### config.mk
export PLATFORM = sky130hd
export DESIGN_NAME = rrs_exec
export DESIGN_NICKNAME = d
export VERILOG_FILES = /design/src/inc/rrs_pkg.sv /design/src/rtl/rrs_rotate.sv /design/src/rtl/rrs_exec.sv
export VERILOG_INCLUDE_DIRS = /design/src /design/src/inc
export SDC_FILE = /design/constraint.sdc
export NUM_CORES = 1
export LEC_CHECK = 0
export ABC_AREA = 0
export BUFFER_PORTS_ARGS = -buffer_cell sky130_fd_sc_hd__buf_2
export CAP_MARGIN = 15
export CORE_MARGIN = 1.5
export CORE_UTILIZATION = 55
export CTS_BUF_LIST = sky130_fd_sc_hd__clkbuf_8
export CTS_CLUSTER_SIZE = 20
export DETAILED_ROUTE_END_ITERATION = 8
export GPL_TIMING_DRIVEN = 0
export PLACE_DENSITY_LB_ADDON = 0.05
export SYNTH_ARGS = -nofsm -noshare
export SYNTH_HDL_FRONTEND = slang
export SYNTH_SLANG_ARGS = --single-unit
### constraint.sdc
create_clock -name clk_sys -period 4.5 [get_ports clk_sys]
set_input_delay 0 -clock clk_sys [delete_from_list [all_inputs] [get_ports clk_sys]]
set_output_delay 0 -clock clk_sys [all_outputs]
set_load 0.01 [all_outputs]
### src/inc/rrs_consts.svh
// Constants for the return, rotate and sleep execution block.
`ifndef RRS_CONSTS_SVH
`define RRS_CONSTS_SVH
`define RRS_DATA_W 8
`define RRS_ADDR_W 7
`define RRS_PC_W 13
`define RRS_WDT_W 8
`define RRS_PRE_W 8
`define RRS_DEST_ACC 1'b0
`define RRS_DEST_FILE 1'b1
`define RRS_PD_RESET 1'b1
`define RRS_TO_RESET 1'b1
`define RRS_CARRY_RESET 1'b0
`define RRS_WDT_CLEAR 8'h00
`define RRS_PRE_CLEAR 8'h00
`endif

### src/inc/rrs_pkg.sv
// Types for the return, rotate and sleep execution block.
package rrs_pkg;
  typedef enum logic [1:0] {
    RRS_OP_RETURN = 2'b00,
    RRS_OP_ROTL = 2'b01,
    RRS_OP_ROTR = 2'b10,
    RRS_OP_SLEEP = 2'b11
  } rrs_op_t;
  typedef enum logic [1:0] {
    RRS_ST_EXEC = 2'b00,
    RRS_ST_RET2 = 2'b01,
    RRS_ST_SLEEP = 2'b10
  } rrs_state_t;
endpackage

### src/rtl/rrs_rotate.sv
// Rotate-through-carry unit for one data byte.
`timescale 1ns/10ps
`include "rrs_consts.svh"
module rrs_rotate (
  input wire logic dir_right,
  input wire logic [`RRS_DATA_W-1:0] din,
  input wire logic cin,
  output logic [`RRS_DATA_W-1:0] dout,
  output logic cout
);
  always_comb begin
    if (dir_right) begin
      dout = {cin, din[`RRS_DATA_W-1:1]}; // [RULE4] [RULE10]
      cout = din[0]; // [RULE10]
    end else begin
      dout = {din[`RRS_DATA_W-2:0], cin}; // [RULE2] [RULE10]
      cout = din[`RRS_DATA_W-1]; // [RULE10]
    end
  end
endmodule

### src/rtl/rrs_exec.sv
// Execution of return, rotate-left, rotate-right and sleep instructions.
`timescale 1ns/10ps
`include "rrs_consts.svh"
// Contract
// [RULE1] Return pops stack into PC, two cycles.
// [RULE2] Rotate left addressed register through carry.
// [RULE3] Rotate left: dest 0 accumulator, 1 register.
// [RULE4] Rotate right addressed register through carry.
// [RULE5] Rotate right: dest 0 accumulator, 1 register.
// [RULE6] Sleep clears the power-down flag.
// [RULE7] Sleep sets the watchdog expiry flag.
// [RULE8] Sleep clears watchdog counter and prescaler.
// [RULE9] Sleep halts with the oscillator stopped.
// [RULE10] Carry enters vacated bit; leaving bit becomes carry.
module rrs_exec (
  input wire logic clk_sys,
  input wire logic srst,
  input wire logic instr_valid,
  input wire rrs_pkg::rrs_op_t instr_op,
  input wire logic [`RRS_ADDR_W-1:0] instr_addr,
  input wire logic instr_dest,
  input wire logic [`RRS_DATA_W-1:0] reg_rdata,
  input wire logic [`RRS_PC_W-1:0] stack_top_entry,
  input wire logic wdt_tick,
  input wire logic wake_req,
  output logic busy_reg,
  output logic stack_pop_reg,
  output logic pc_load_reg,
  output logic [`RRS_PC_W-1:0] pc_value_reg,
  output logic acc_we_reg,
  output logic [`RRS_DATA_W-1:0] acc_wdata_reg,
  output logic file_we_reg,
  output logic [`RRS_ADDR_W-1:0] file_addr_reg,
  output logic [`RRS_DATA_W-1:0] file_wdata_reg,
  output logic carry_flag_reg,
  output logic power_down_flag_reg,
  output logic watchdog_expiry_flag_reg,
  output logic [`RRS_WDT_W-1:0] watchdog_counter_reg,
  output logic [`RRS_PRE_W-1:0] wdt_prescaler_reg,
  output logic osc_run_reg,
  output logic sleeping_reg
);
  rrs_pkg::rrs_state_t state_reg;
  rrs_pkg::rrs_state_t state_next;
  logic busy_next;
  logic stack_pop_next;
  logic pc_load_next;
  logic [`RRS_PC_W-1:0] pc_value_next;
  logic acc_we_next;
  logic [`RRS_DATA_W-1:0] acc_wdata_next;
  logic file_we_next;
  logic [`RRS_ADDR_W-1:0] file_addr_next;
  logic [`RRS_DATA_W-1:0] file_wdata_next;
  logic carry_flag_next;
  logic power_down_flag_next;
  logic watchdog_expiry_flag_next;
  logic [`RRS_WDT_W-1:0] watchdog_counter_next;
  logic [`RRS_PRE_W-1:0] wdt_prescaler_next;
  logic osc_run_next;
  logic sleeping_next;
  logic accept;
  logic [`RRS_DATA_W-1:0] rot_data;
  logic rot_carry;

  // Both rotate opcodes share one datapath; only the direction differs.
  function automatic logic is_rotate(input rrs_pkg::rrs_op_t op);
    is_rotate = (op == rrs_pkg::RRS_OP_ROTL) || (op == rrs_pkg::RRS_OP_ROTR);
  endfunction

  // Instructions are only taken in the execute state, so the second return
  // cycle and sleep both hold off the issuing stage.
  assign accept = instr_valid && (state_reg == rrs_pkg::RRS_ST_EXEC);

  rrs_rotate u_rotate (
    .dir_right(instr_op == rrs_pkg::RRS_OP_ROTR),
    .din(reg_rdata),
    .cin(carry_flag_reg),
    .dout(rot_data),
    .cout(rot_carry)
  );

  always_comb begin
    state_next = state_reg;
    busy_next = 1'b0;
    stack_pop_next = 1'b0;
    pc_load_next = 1'b0;
    pc_value_next = pc_value_reg;
    acc_we_next = 1'b0;
    acc_wdata_next = acc_wdata_reg;
    file_we_next = 1'b0;
    file_addr_next = file_addr_reg;
    file_wdata_next = file_wdata_reg;
    carry_flag_next = carry_flag_reg;
    power_down_flag_next = power_down_flag_reg;
    watchdog_expiry_flag_next = watchdog_expiry_flag_reg;
    osc_run_next = osc_run_reg;
    sleeping_next = sleeping_reg;
    unique case (state_reg)
      rrs_pkg::RRS_ST_EXEC: begin
        if (accept) begin
          if (instr_op == rrs_pkg::RRS_OP_RETURN) begin
            stack_pop_next = 1'b1; // [RULE1]
            pc_load_next = 1'b1; // [RULE1]
            pc_value_next = stack_top_entry; // [RULE1]
            busy_next = 1'b1; // [RULE1]
            state_next = rrs_pkg::RRS_ST_RET2; // [RULE1]
          end else if (is_rotate(instr_op)) begin
            carry_flag_next = rot_carry; // [RULE10]
            if (instr_dest == `RRS_DEST_ACC) begin
              acc_we_next = 1'b1; // [RULE3] [RULE5]
              acc_wdata_next = rot_data; // [RULE3] [RULE5]
            end else begin
              file_we_next = 1'b1; // [RULE3] [RULE5]
              file_addr_next = instr_addr; // [RULE2] [RULE4]
              file_wdata_next = rot_data; // [RULE3] [RULE5]
            end
          end else begin
            power_down_flag_next = 1'b0; // [RULE6]
            watchdog_expiry_flag_next = 1'b1; // [RULE7]
            osc_run_next = 1'b0; // [RULE9]
            sleeping_next = 1'b1; // [RULE9]
            state_next = rrs_pkg::RRS_ST_SLEEP; // [RULE9]
          end
        end
      end
      rrs_pkg::RRS_ST_RET2: begin
        state_next = rrs_pkg::RRS_ST_EXEC;
      end
      rrs_pkg::RRS_ST_SLEEP: begin
        if (wake_req) begin
          osc_run_next = 1'b1;
          sleeping_next = 1'b0;
          state_next = rrs_pkg::RRS_ST_EXEC;
        end
      end
      default: begin
        state_next = rrs_pkg::RRS_ST_EXEC;
      end
    endcase
  end

  // The watchdog runs from its own tick even during sleep; a sleep entry in
  // the same cycle as a tick wins, so the count always restarts from zero.
  always_comb begin
    watchdog_counter_next = watchdog_counter_reg;
    wdt_prescaler_next = wdt_prescaler_reg;
    if (accept && (instr_op == rrs_pkg::RRS_OP_SLEEP)) begin
      watchdog_counter_next = `RRS_WDT_CLEAR; // [RULE8]
      wdt_prescaler_next = `RRS_PRE_CLEAR; // [RULE8]
    end else if (wdt_tick) begin
      wdt_prescaler_next = wdt_prescaler_reg + 8'h01;
      if (wdt_prescaler_reg == 8'hff) begin
        watchdog_counter_next = watchdog_counter_reg + 8'h01;
      end
    end
  end

  always_ff @(posedge clk_sys) begin
    if (srst) begin
      state_reg <= rrs_pkg::RRS_ST_EXEC;
      busy_reg <= 1'b0;
      stack_pop_reg <= 1'b0;
      pc_load_reg <= 1'b0;
      pc_value_reg <= 13'h0000;
      acc_we_reg <= 1'b0;
      acc_wdata_reg <= 8'h00;
      file_we_reg <= 1'b0;
      file_addr_reg <= 7'h00;
      file_wdata_reg <= 8'h00;
      carry_flag_reg <= `RRS_CARRY_RESET;
      power_down_flag_reg <= `RRS_PD_RESET;
      watchdog_expiry_flag_reg <= `RRS_TO_RESET;
      watchdog_counter_reg <= `RRS_WDT_CLEAR;
      wdt_prescaler_reg <= `RRS_PRE_CLEAR;
      osc_run_reg <= 1'b1;
      sleeping_reg <= 1'b0;
    end else begin
      state_reg <= state_next;
      busy_reg <= busy_next;
      stack_pop_reg <= stack_pop_next;
      pc_load_reg <= pc_load_next;
      pc_value_reg <= pc_value_next;
      acc_we_reg <= acc_we_next;
      acc_wdata_reg <= acc_wdata_next;
      file_we_reg <= file_we_next;
      file_addr_reg <= file_addr_next;
      file_wdata_reg <= file_wdata_next;
      carry_flag_reg <= carry_flag_next;
      power_down_flag_reg <= power_down_flag_next;
      watchdog_expiry_flag_reg <= watchdog_expiry_flag_next;
      watchdog_counter_reg <= watchdog_counter_next;
      wdt_prescaler_reg <= wdt_prescaler_next;
      osc_run_reg <= osc_run_next;
      sleeping_reg <= sleeping_next;
    end
  end

  ret_pop_a: assert property (@(posedge clk_sys) disable iff (srst) // [RULE1]
    accept && instr_op == rrs_pkg::RRS_OP_RETURN |=> stack_pop_reg && pc_load_reg
      && pc_value_reg == $past(stack_top_entry))
    else $error("Return did not load the popped stack entry.");

  ret_two_cycle_a: assert property (@(posedge clk_sys) disable iff (srst) // [RULE1]
    accept && instr_op == rrs_pkg::RRS_OP_RETURN |=> !accept && busy_reg ##1
      state_reg == rrs_pkg::RRS_ST_EXEC && !stack_pop_reg && !busy_reg)
    else $error("Return did not take exactly two cycles.");

  rotl_acc_a: assert property (@(posedge clk_sys) disable iff (srst) // [RULE3]
    accept && instr_op == rrs_pkg::RRS_OP_ROTL && instr_dest == 1'b0 |=> acc_we_reg && !file_we_reg
      && acc_wdata_reg == {$past(reg_rdata[6:0]), $past(carry_flag_reg)})
    else $error("Rotate left to accumulator gave a wrong result.");

  rotl_file_a: assert property (@(posedge clk_sys) disable iff (srst) // [RULE2]
    accept && instr_op == rrs_pkg::RRS_OP_ROTL && instr_dest == 1'b1 |=> file_we_reg && !acc_we_reg
      && file_addr_reg == $past(instr_addr) && carry_flag_reg == $past(reg_rdata[7])
      && file_wdata_reg == {$past(reg_rdata[6:0]), $past(carry_flag_reg)})
    else $error("Rotate left back to register went wrong.");

  rotr_acc_a: assert property (@(posedge clk_sys) disable iff (srst) // [RULE5]
    accept && instr_op == rrs_pkg::RRS_OP_ROTR && instr_dest == 1'b0 |=> acc_we_reg && !file_we_reg
      && acc_wdata_reg == {$past(carry_flag_reg), $past(reg_rdata[7:1])})
    else $error("Rotate right to accumulator gave a wrong result.");

  rotr_file_a: assert property (@(posedge clk_sys) disable iff (srst) // [RULE4]
    accept && instr_op == rrs_pkg::RRS_OP_ROTR && instr_dest == 1'b1 |=> file_we_reg
      && file_wdata_reg == {$past(carry_flag_reg), $past(reg_rdata[7:1])}
      && carry_flag_reg == $past(reg_rdata[0]))
    else $error("Rotate right back to register went wrong.");

  sleep_flags_a: assert property (@(posedge clk_sys) disable iff (srst) // [RULE6]
    accept && instr_op == rrs_pkg::RRS_OP_SLEEP |=> !power_down_flag_reg && watchdog_expiry_flag_reg)
    else $error("Sleep did not update the power-down flag.");

  sleep_expiry_a: assert property (@(posedge clk_sys) disable iff (srst) // [RULE7]
    accept && instr_op == rrs_pkg::RRS_OP_SLEEP |=> watchdog_expiry_flag_reg)
    else $error("Sleep did not set the watchdog expiry flag.");

  sleep_wdt_a: assert property (@(posedge clk_sys) disable iff (srst) // [RULE8]
    accept && instr_op == rrs_pkg::RRS_OP_SLEEP |=> watchdog_counter_reg == 8'h00 && wdt_prescaler_reg == 8'h00)
    else $error("Sleep did not clear the watchdog.");

  sleep_halt_a: assert property (@(posedge clk_sys) disable iff (srst) // [RULE9]
    accept && instr_op == rrs_pkg::RRS_OP_SLEEP && !wake_req |=> sleeping_reg && !osc_run_reg
      ##1 (!wake_req || $past(wake_req)) |-> !osc_run_reg || $past(wake_req))
    else $error("Sleep did not halt with the oscillator stopped.");

  sleep_stay_a: assert property (@(posedge clk_sys) disable iff (srst) // [RULE9]
    sleeping_reg && !wake_req |=> sleeping_reg && !osc_run_reg && !acc_we_reg && !file_we_reg)
    else $error("Sleep was left or work was done without a wake request.");

  carry_hold_a: assert property (@(posedge clk_sys) disable iff (srst) // [RULE10]
    !(accept && is_rotate(instr_op)) |=> $stable(carry_flag_reg))
    else $error("Carry changed without a rotate.");
endmodule

# ---- Word-level counts from Yosys, hierarchy flattened
# Cells that the tools add are included.
dict set report op_classes {
  n_addsub 2
  eq_ne 10
  muxes 20
  bitwise_logic 5
  n_reduce_logical 17
}
# operator n
set ops {}
lappend ops {{8-bit by 1-bit adder with 8-bit output (second input constant)} 2}
lappend ops {{5-bit AND reduction} 3}
lappend ops {{1-bit two-way mux} 12}
lappend ops {{8-bit equality test (second input constant)} 1}
lappend ops {{2-bit two-way mux} 4}
lappend ops {{8-bit two-way mux} 1}
lappend ops {{2-bit inequality test (second input constant)} 4}
lappend ops {{4-bit AND reduction} 2}
lappend ops {{2-bit equality test (second input constant)} 3}
lappend ops {{3-bit AND reduction} 2}
lappend ops {{1-bit NOT} 5}
lappend ops {{5-bit OR reduction} 1}
lappend ops {{2-bit logical NOT} 2}
lappend ops {{1-bit one-hot mux with 2 select lines} 2}
lappend ops {{2-bit one-hot mux with 2 select lines} 1}
lappend ops {{3-bit inequality test (second input constant)} 1}
lappend ops {{3-bit OR reduction} 1}
lappend ops {{2-bit by 1-bit equality test with 1-bit output (second input constant)} 1}
lappend ops {{1-bit logical AND} 2}
lappend ops {{2-bit AND reduction} 1}
lappend ops {{2-bit nonzero test} 1}
lappend ops {{2-bit OR reduction} 1}
lappend ops {{1-bit logical OR} 1}
dict set report totals {
  reg_bits 61
  in_bits 36
  word_cells 68
}

# ---- Depth between registers and ports, before layout
# Gate-level depths: netlist of the first run.
dict set report depth {
  depth_word 6
  mapped_depth 6
}

# ---- Hierarchy
# A second synthesis of the first run with hierarchy kept.
dict set report unflattened {
  cells_unflattened 290
  area_unflattened_um2 2758.9
}
# mod n_inst cells_each area_per_inst_um2 seq_area_each_um2
set modules_own_cells {}
lappend modules_own_cells {rrs_exec 1 280 2612.5 1221.2}
lappend modules_own_cells {rrs_rotate 1 10 146.4 0.0}

# ---- Worst setup path after synthesis of the first run
# No wires, ideal clock.
dict set report synth_timing {
  kind {reg2reg}
  from {reg wdt_prescaler_reg[0]}
  to {reg watchdog_counter_reg[7]}
  setup_time_ns 0.072
  arrival_ns 1.438
  t_required_ns 4.428
  slack_ns 2.990
  path_stages_with_launch 6
  period_less_slack_ns 1.510
  path_cell_list {dfxtp_1 > ha_1 > nand4_2 > buf_2 > nor4_2 > mux2i_1}
}
dict set report synth_between {
  elab_chain_len 2
}
# element line_no
set synth_lines {}
lappend synth_lines {{start, declared} rrs_exec.sv:39} ;# output logic [`RRS_PRE_W-1:0] wdt_prescaler_reg,
lappend synth_lines {{start signal, assigned} rrs_exec.sv:174} ;# wdt_prescaler_reg <= `RRS_PRE_CLEAR;
lappend synth_lines {{start signal, assigned} rrs_exec.sv:192} ;# wdt_prescaler_reg <= wdt_prescaler_next;
lappend synth_lines {{8-bit equality test} rrs_exec.sv:152} ;# if (wdt_prescaler_reg == 8'hff) begin
lappend synth_lines {{2-bit AND reduction (no source line)} n/a}
lappend synth_lines {{end signal, assigned} rrs_exec.sv:173} ;# watchdog_counter_reg <= `RRS_WDT_CLEAR;
lappend synth_lines {{end signal, assigned} rrs_exec.sv:191} ;# watchdog_counter_reg <= watchdog_counter_next;
lappend synth_lines {{end, declared} rrs_exec.sv:38} ;# output logic [`RRS_WDT_W-1:0] watchdog_counter_reg,
# No other way between the ends.
# A chain may end at the register's enable or synchronous reset.

# ---- Worst setup path in the final report of the first run
# Ends and elaborated chain as after synthesis.

==> results.tsv, run 1 <==
stage	metric	value	unit
timing	skew	7.47	ps
worst_setup_path	worstPathRequired	4760	ps
clock_network	cts_max_level	3	
yosys	ys.flop_type	dfxtp_1	
global_route	antenna_found_initial	0	
run	maxCapViolCount	0	
route	wire_per_inst	13.2	um
floorplan	core_area	4750	um^2
place	pre_cts_slack	2850	ps
layout	drive_gt1_frac	0.321	
floorplan	initial_core_util	0.577	
floorplan	fp.dieW	73.6	um
worst_setup_path	crit_chain	ha_1 > nand4_2 > buf_2 > nor4_2 > mux2i_1	
status	status	complete, no violations	
route	drtIter0Drc	136	
layout	layout_commonest_cell	buf_2	
global_route	track_usage	0.248	
route	vias	2463	
route	wl	6430	um
yosys	syn-num-nets	331	
global_route	overflow	0	
yosys	avgSynthCellArea	9.49	um^2
yosys	syn_inst	289	
yosys	yosysWarnings	0	
layout	final_cell_mix	101 x buf_2, 61 x dfxtp_1, 36 x mux2i_1	
floorplan	dieArea	5420	um^2
floorplan	rows	25	
worst_hold_path	hold_path.startpoint	wake_req	
global_route	grt_max_degree	11	
timing	hold_viol	0	
yosys	synth-edff-count	0	
route	drc	0	
clock_network	clkTransAtPathRegs	60	ps
timing	rsz0062_at_grt	no	
global_route	grt_pass1_wl	10300	um
worst_setup_path	path_buf_inv	1	
route	ant_nets	0	
worst_setup_path	crit_path_start	wdt_prescaler_reg[0]	
clock_network	cts-root-buf	clkbuf_8	
layout	largest_reg_flops	13	
timing	maxClockFrequency	584	MHz
yosys	synthArstFlopShare	0	
worst_setup_path	start_kind	flop	
yosys	synth_area	2740	um^2
power_and_ir_drop	p_sw_frac	0.246	
clock_network	ctsResizeCount	0	
power_and_ir_drop	clkPwrFrac	0.374	
clock_network	worstSkewPairLatency	330	ps
layout	nets	458	
yosys	synth_cell_types	37	
clock_network	clock_path_buffers	2	
clock_network	numClockSinks	61	
yosys	ys_ff_latch	61	
power_and_ir_drop	combinationalPowerShare	0.121	
worst_setup_path	cp-end-kind	flop	
worst_setup_path	crit_path_max_fanout	10	
power_and_ir_drop	pwr-share-seq	0.505	
place	dp_hpwl	4290	um
floorplan	io_pins	98	
worst_setup_path	crit_arrival	1970	ps
clock_network	cts_made_buffers	9	
timing	period_minus_slack	1710	ps
power_and_ir_drop	power_switching	276	uW
power_and_ir_drop	internal-power	849	uW
route	via_per_inst	5.05	
place	place_congestion	0.835	
worst_setup_path	crit_family	simple AND/OR/NAND/NOR gates	
worst_setup_path	slowest_stage	nor4_2	
global_route	grt_pass1_vias	2295	
worst_setup_path	cpPeakStageDelay	410	ps
floorplan	die_h	73.6	um
layout	diodes	0	
yosys	yosysSeqAreaShare	0.445	
worst_hold_path	worstHoldPathType	primary input to flop	
timing	fin_setup_tns	0	ps
layout	fillCellCount	367	
power_and_ir_drop	vdd_ir_drop_max	0.255	mV
timing	setup_viol	0	
route	drtPass1Iterations	4	
timing	worst_slack	2790	ps
power_and_ir_drop	p_per_area	306	nW/um^2
timing	finalCritPeriodShare	0.381	
layout	syn2layout_area_growth	34.3	%
power_and_ir_drop	p_leak	1.73	nW
place	io_buffers	95	
worst_setup_path	worstReg2RegStart	wdt_prescaler_reg[0]	
timing	report.final.slew_viol_count	0	
clock_network	cts_tree	yes	
worst_setup_path	timing_worst_setup_path_type	flop to flop	
## cell families after synthesis
family | Yosys count | synth area share
xor gates and xnor gates | 4 | 0.0128
adders and majority gates | 6 | 0.0274
muxes | 36 | 0.131
DFF | 61 | 0.445
AOI/OAI and AO/OA | 35 | 0.0717
buffers and inverters | 28 | 0.0493
and+or+nand+nor | 118 | 0.261
other | 1 | 0.00137
## what timing repair did
| action | CTS | global route |
|---|---|---|
| buffers inserted | 0 | 0 |
| hold buffers | 21 | 0 |
| endpoints found under the hold margin | 21 | 0 |
## worst paths after layout
check | end | slack [ps] | cells after the start
worst max register to register | watchdog_counter_reg[7] | 2790 | 5
worst min register to register | pc_value_reg[11] | 450 | 2
worst min-delay path | osc_run_reg | 30 | 4
worst max-delay path | watchdog_counter_reg[7] | 2790 | 5
## routing by layer
layer	wire length (um)	vias to the layer above	track usage
met5	0	-	0
li1	-	1238	-
met1	2870	1141	0.303
met4	181	0	0.130
met3	251	19	0.0453
met2	3130	65	0.413
## worst min-delay path, cell delays in order
cell,delay [ps]
buf_2,90
nand2_1,60
nor2_1,80
a211o_1,90
## power by group through the flow
stage | logic (mW) | clock network, mW | registers, mW
4_1_cts | 0.136 | 0.425 | 0.568
5_1_grt | 0.150 | 0.449 | 0.570
2_1_floorplan | 0.0670 | 0 | 0.586
6_report | 0.137 | 0.421 | 0.568
3_3_place_gp | 0.120 | 0 | 0.579
3_5_place_dp | 0.122 | 0 | 0.580
## cells in the mapped netlist (all sizes together), types with 6 or more instances
| cell | number | area, um^2 |
|---|---|---|
| a21oi | 22 | 110 |
| buf | 11 | 71.3 |
| clkbuf | 7 | 26.3 |
| dfxtp | 61 | 1220 |
| ha | 6 | 75.1 |
| inv | 10 | 37.5 |
| mux2i | 36 | 360 |
| nand2 | 31 | 116 |
| nand2b | 31 | 196 |
| nand4 | 7 | 56.3 |
| nor2 | 11 | 41.3 |
| or2 | 8 | 50.1 |
## layout make-up
| class | instances | area (um^2) | share of cell area |
|---|---|---|---|
| clock buffer | 11 | 151 | 0.0411 |
| clock inverter | 5 | 20.0 | 0.00544 |
| tap | 67 | 83.8 | 0.0228 |
| multi-input combinational | 200 | 1390 | 0.376 |
| buffer | 18 | 97.6 | 0.0265 |
| sequential | 61 | 1220 | 0.332 |
| timing repair buffer | 116 | 686 | 0.186 |
| inverter | 10 | 37.5 | 0.0102 |
## metrics by stage
step                std cells  area [um^2]  power [mW]  hold WS (ps)   util
floorplan                 289         2740       0.653           136      -
global placement          451         3300       0.699           241  0.694
detailed placement        451         3300       0.702           245  0.694
CTS                       488         3680        1.13          26.2  0.774
global route              488         3680        1.17          51.5  0.774
finish                    488         3680        1.13          30.3  0.774
Note: power is estimated with default switching activity, not from simulation.
==> run 2: changes to the inputs <==
Settings changed: CORE_UTILIZATION 55 to 46.
Clock period 4.5 ns to 1.5 ns, I/O delays scaled along.
==> results.tsv, run 2 (same netlist as run 1, synthesis figures left out) <==
stage	metric	value	unit
status	status	complete, no violations	
floorplan	core_area	5640	um^2
run	maxCapViolCount	0	
route	wl	6330	um
power_and_ir_drop	total_power	3.51	mW
route	ant_nets	0	
clock_network	cts_max_level	3	
worst_setup_path	start_kind	flop	
timing	finalCritPeriodShare	0.946	
clock_network	worstSkewPairLatency	350	ps
global_route	track_usage	0.202	
route	drtIter0Drc	56	
floorplan	initial_core_util	0.486	
floorplan	fp.dieW	80.2	um
clock_network	numClockSinks	61	
clock_network	clkTransAtPathRegs	60	ps
worst_setup_path	crit_chain	or4bb_4 > nand2b_2 > buf_6 > a21oi_1	
worst_setup_path	worstPathRequired	1720	ps
global_route	overflow	0	
worst_setup_path	slowest_stage	or4bb_4	
layout	syn2layout_area_growth	38.0	%
global_route	use_met1	0.245	
power_and_ir_drop	p_leak	1.78	nW
layout	layout_commonest_cell	buf_2	
floorplan	io_pins	98	
worst_setup_path	timing_worst_setup_path_type	flop to flop	
global_route	antenna_found_initial	0	
worst_setup_path	cp-end-kind	flop	
floorplan	die_h	80.2	um
timing	setup_viol	0	
power_and_ir_drop	vdd_ir_drop_max	0.564	mV
timing	report.final.slew_viol_count	0	
clock_network	cts_made_buffers	9	
worst_setup_path	crit_arrival	1640	ps
place	dp_hpwl	4380	um
worst_setup_path	cpPeakStageDelay	600	ps
route	via_per_inst	4.94	
layout	nets	461	
global_route	grtUsageMet2	0.329	
global_route	grt_max_degree	11	
layout	drive_gt1_frac	0.345	
global_route	grt_use_met3	0.0682	
global_route	globalRoute.busiestLayer	met2	
route	drc	0	
worst_setup_path	crit_path_max_fanout	10	
timing	period_minus_slack	1420	ps
global_route	grt_pass1_wl	9940	um
layout	largest_reg_flops	13	
global_route	grt_pass1_vias	2251	
layout	diodes	0	
timing	rsz0062_at_grt	no	
timing	fin_hold_ws	22.7	ps
route	wire_per_inst	12.8	um
clock_network	clock_path_buffers	2	
floorplan	rows	27	
route	vias	2446	
layout	final_cell_mix	99 x buf_2, 57 x dfxtp_1, 36 x mux2i_1	
power_and_ir_drop	p_per_area	926	nW/um^2
floorplan	dieArea	6430	um^2
timing	skew	13.6	ps
worst_hold_path	worstHoldPathType	primary input to flop	
clock_network	cts_tree	yes	
clock_network	cts-root-buf	clkbuf_8	
route	drtPass1Iterations	4	
timing	hold_viol	0	
timing	maxClockFrequency	705	MHz
place	place_congestion	0.763	
place	io_buffers	95	
==> run 2: cell types whose count changed in the layout (fill, tap and decap cells not counted), sizes merged <==
cell,previous run,this run
clkinv,1,3
buf,106,110
clkbuf,18,15
inv,14,11
clkinvlp,0,1
bufinv,0,1
==> run 2: cell type report <==
| class | instances | area, um^2 |
|---|---|---|
| fill | 476 | 1860 |
| multi-input combinational | 200 | 1420 |
| sequential | 61 | 1230 |
| timing repair buffer | 119 | 708 |
| clock buffer | 9 | 124 |
| buffer | 18 | 118 |
| tap | 72 | 90.1 |
| clock inverter | 6 | 56.3 |
| inverter | 10 | 37.5 |
==> run 2: repair_timing <==
action                     CTS  global route
pin swaps                    1             4
setup endpoints to repair    6            23
hold buffers                21             0
resized for setup            7            11
hold endpoints to repair    22             0
setup buffers                1             2
==> run 2: per-layer routing <==
layer  wire length (um)  part of all wire  vias to the layer above
li1                   -                 -                     1248
met1               2920              0.46                     1120
met2               2980              0.47                       69
met3                343             0.054                        9
met4                 86             0.014                        0
met5                  0                 0                        -
==> run 2: power breakdown <==
| part | internal (mW) | switching [mW] |
|---|---|---|
| Sequential | 1.67 | 0.0340 |
| Combinational | 0.219 | 0.197 |
| Clock | 0.742 | 0.641 |
==> run 2: metrics by stage <==
stage          setup WS, ps  instances  instance area, um^2  setup TNS, ps   util
2_1_floorplan          10.4        289                 2740              0      -
3_3_place_gp          -88.1        456                 3310           -196  0.586
3_5_place_dp           -103        456                 3310           -216  0.586
4_1_cts                3.97        493                 3730              0  0.662
5_1_grt                3.18        495                 3780              0  0.671
6_report               81.3        495                 3780              0  0.671
==> run 2: final timing paths <==
kind              startpoint                      end  slack (ps)  cells past startpoint
max             state_reg[1]  watchdog_counter_reg[4]          80                      4
min                 wake_req             state_reg[1]          20                      4
max reg2reg     state_reg[1]  watchdog_counter_reg[4]          80                      4
min reg2reg  pc_value_reg[2]          pc_value_reg[2]         450                      2
==> run 2: worst max-delay path, delay by kind of cell, from the launching register on <==
kind,cells,cell delay (ps)
AOI/OAI and AO/OA,1,50
buffers and inverters,1,150
DFF,1,360
and+or+nand+nor,2,740
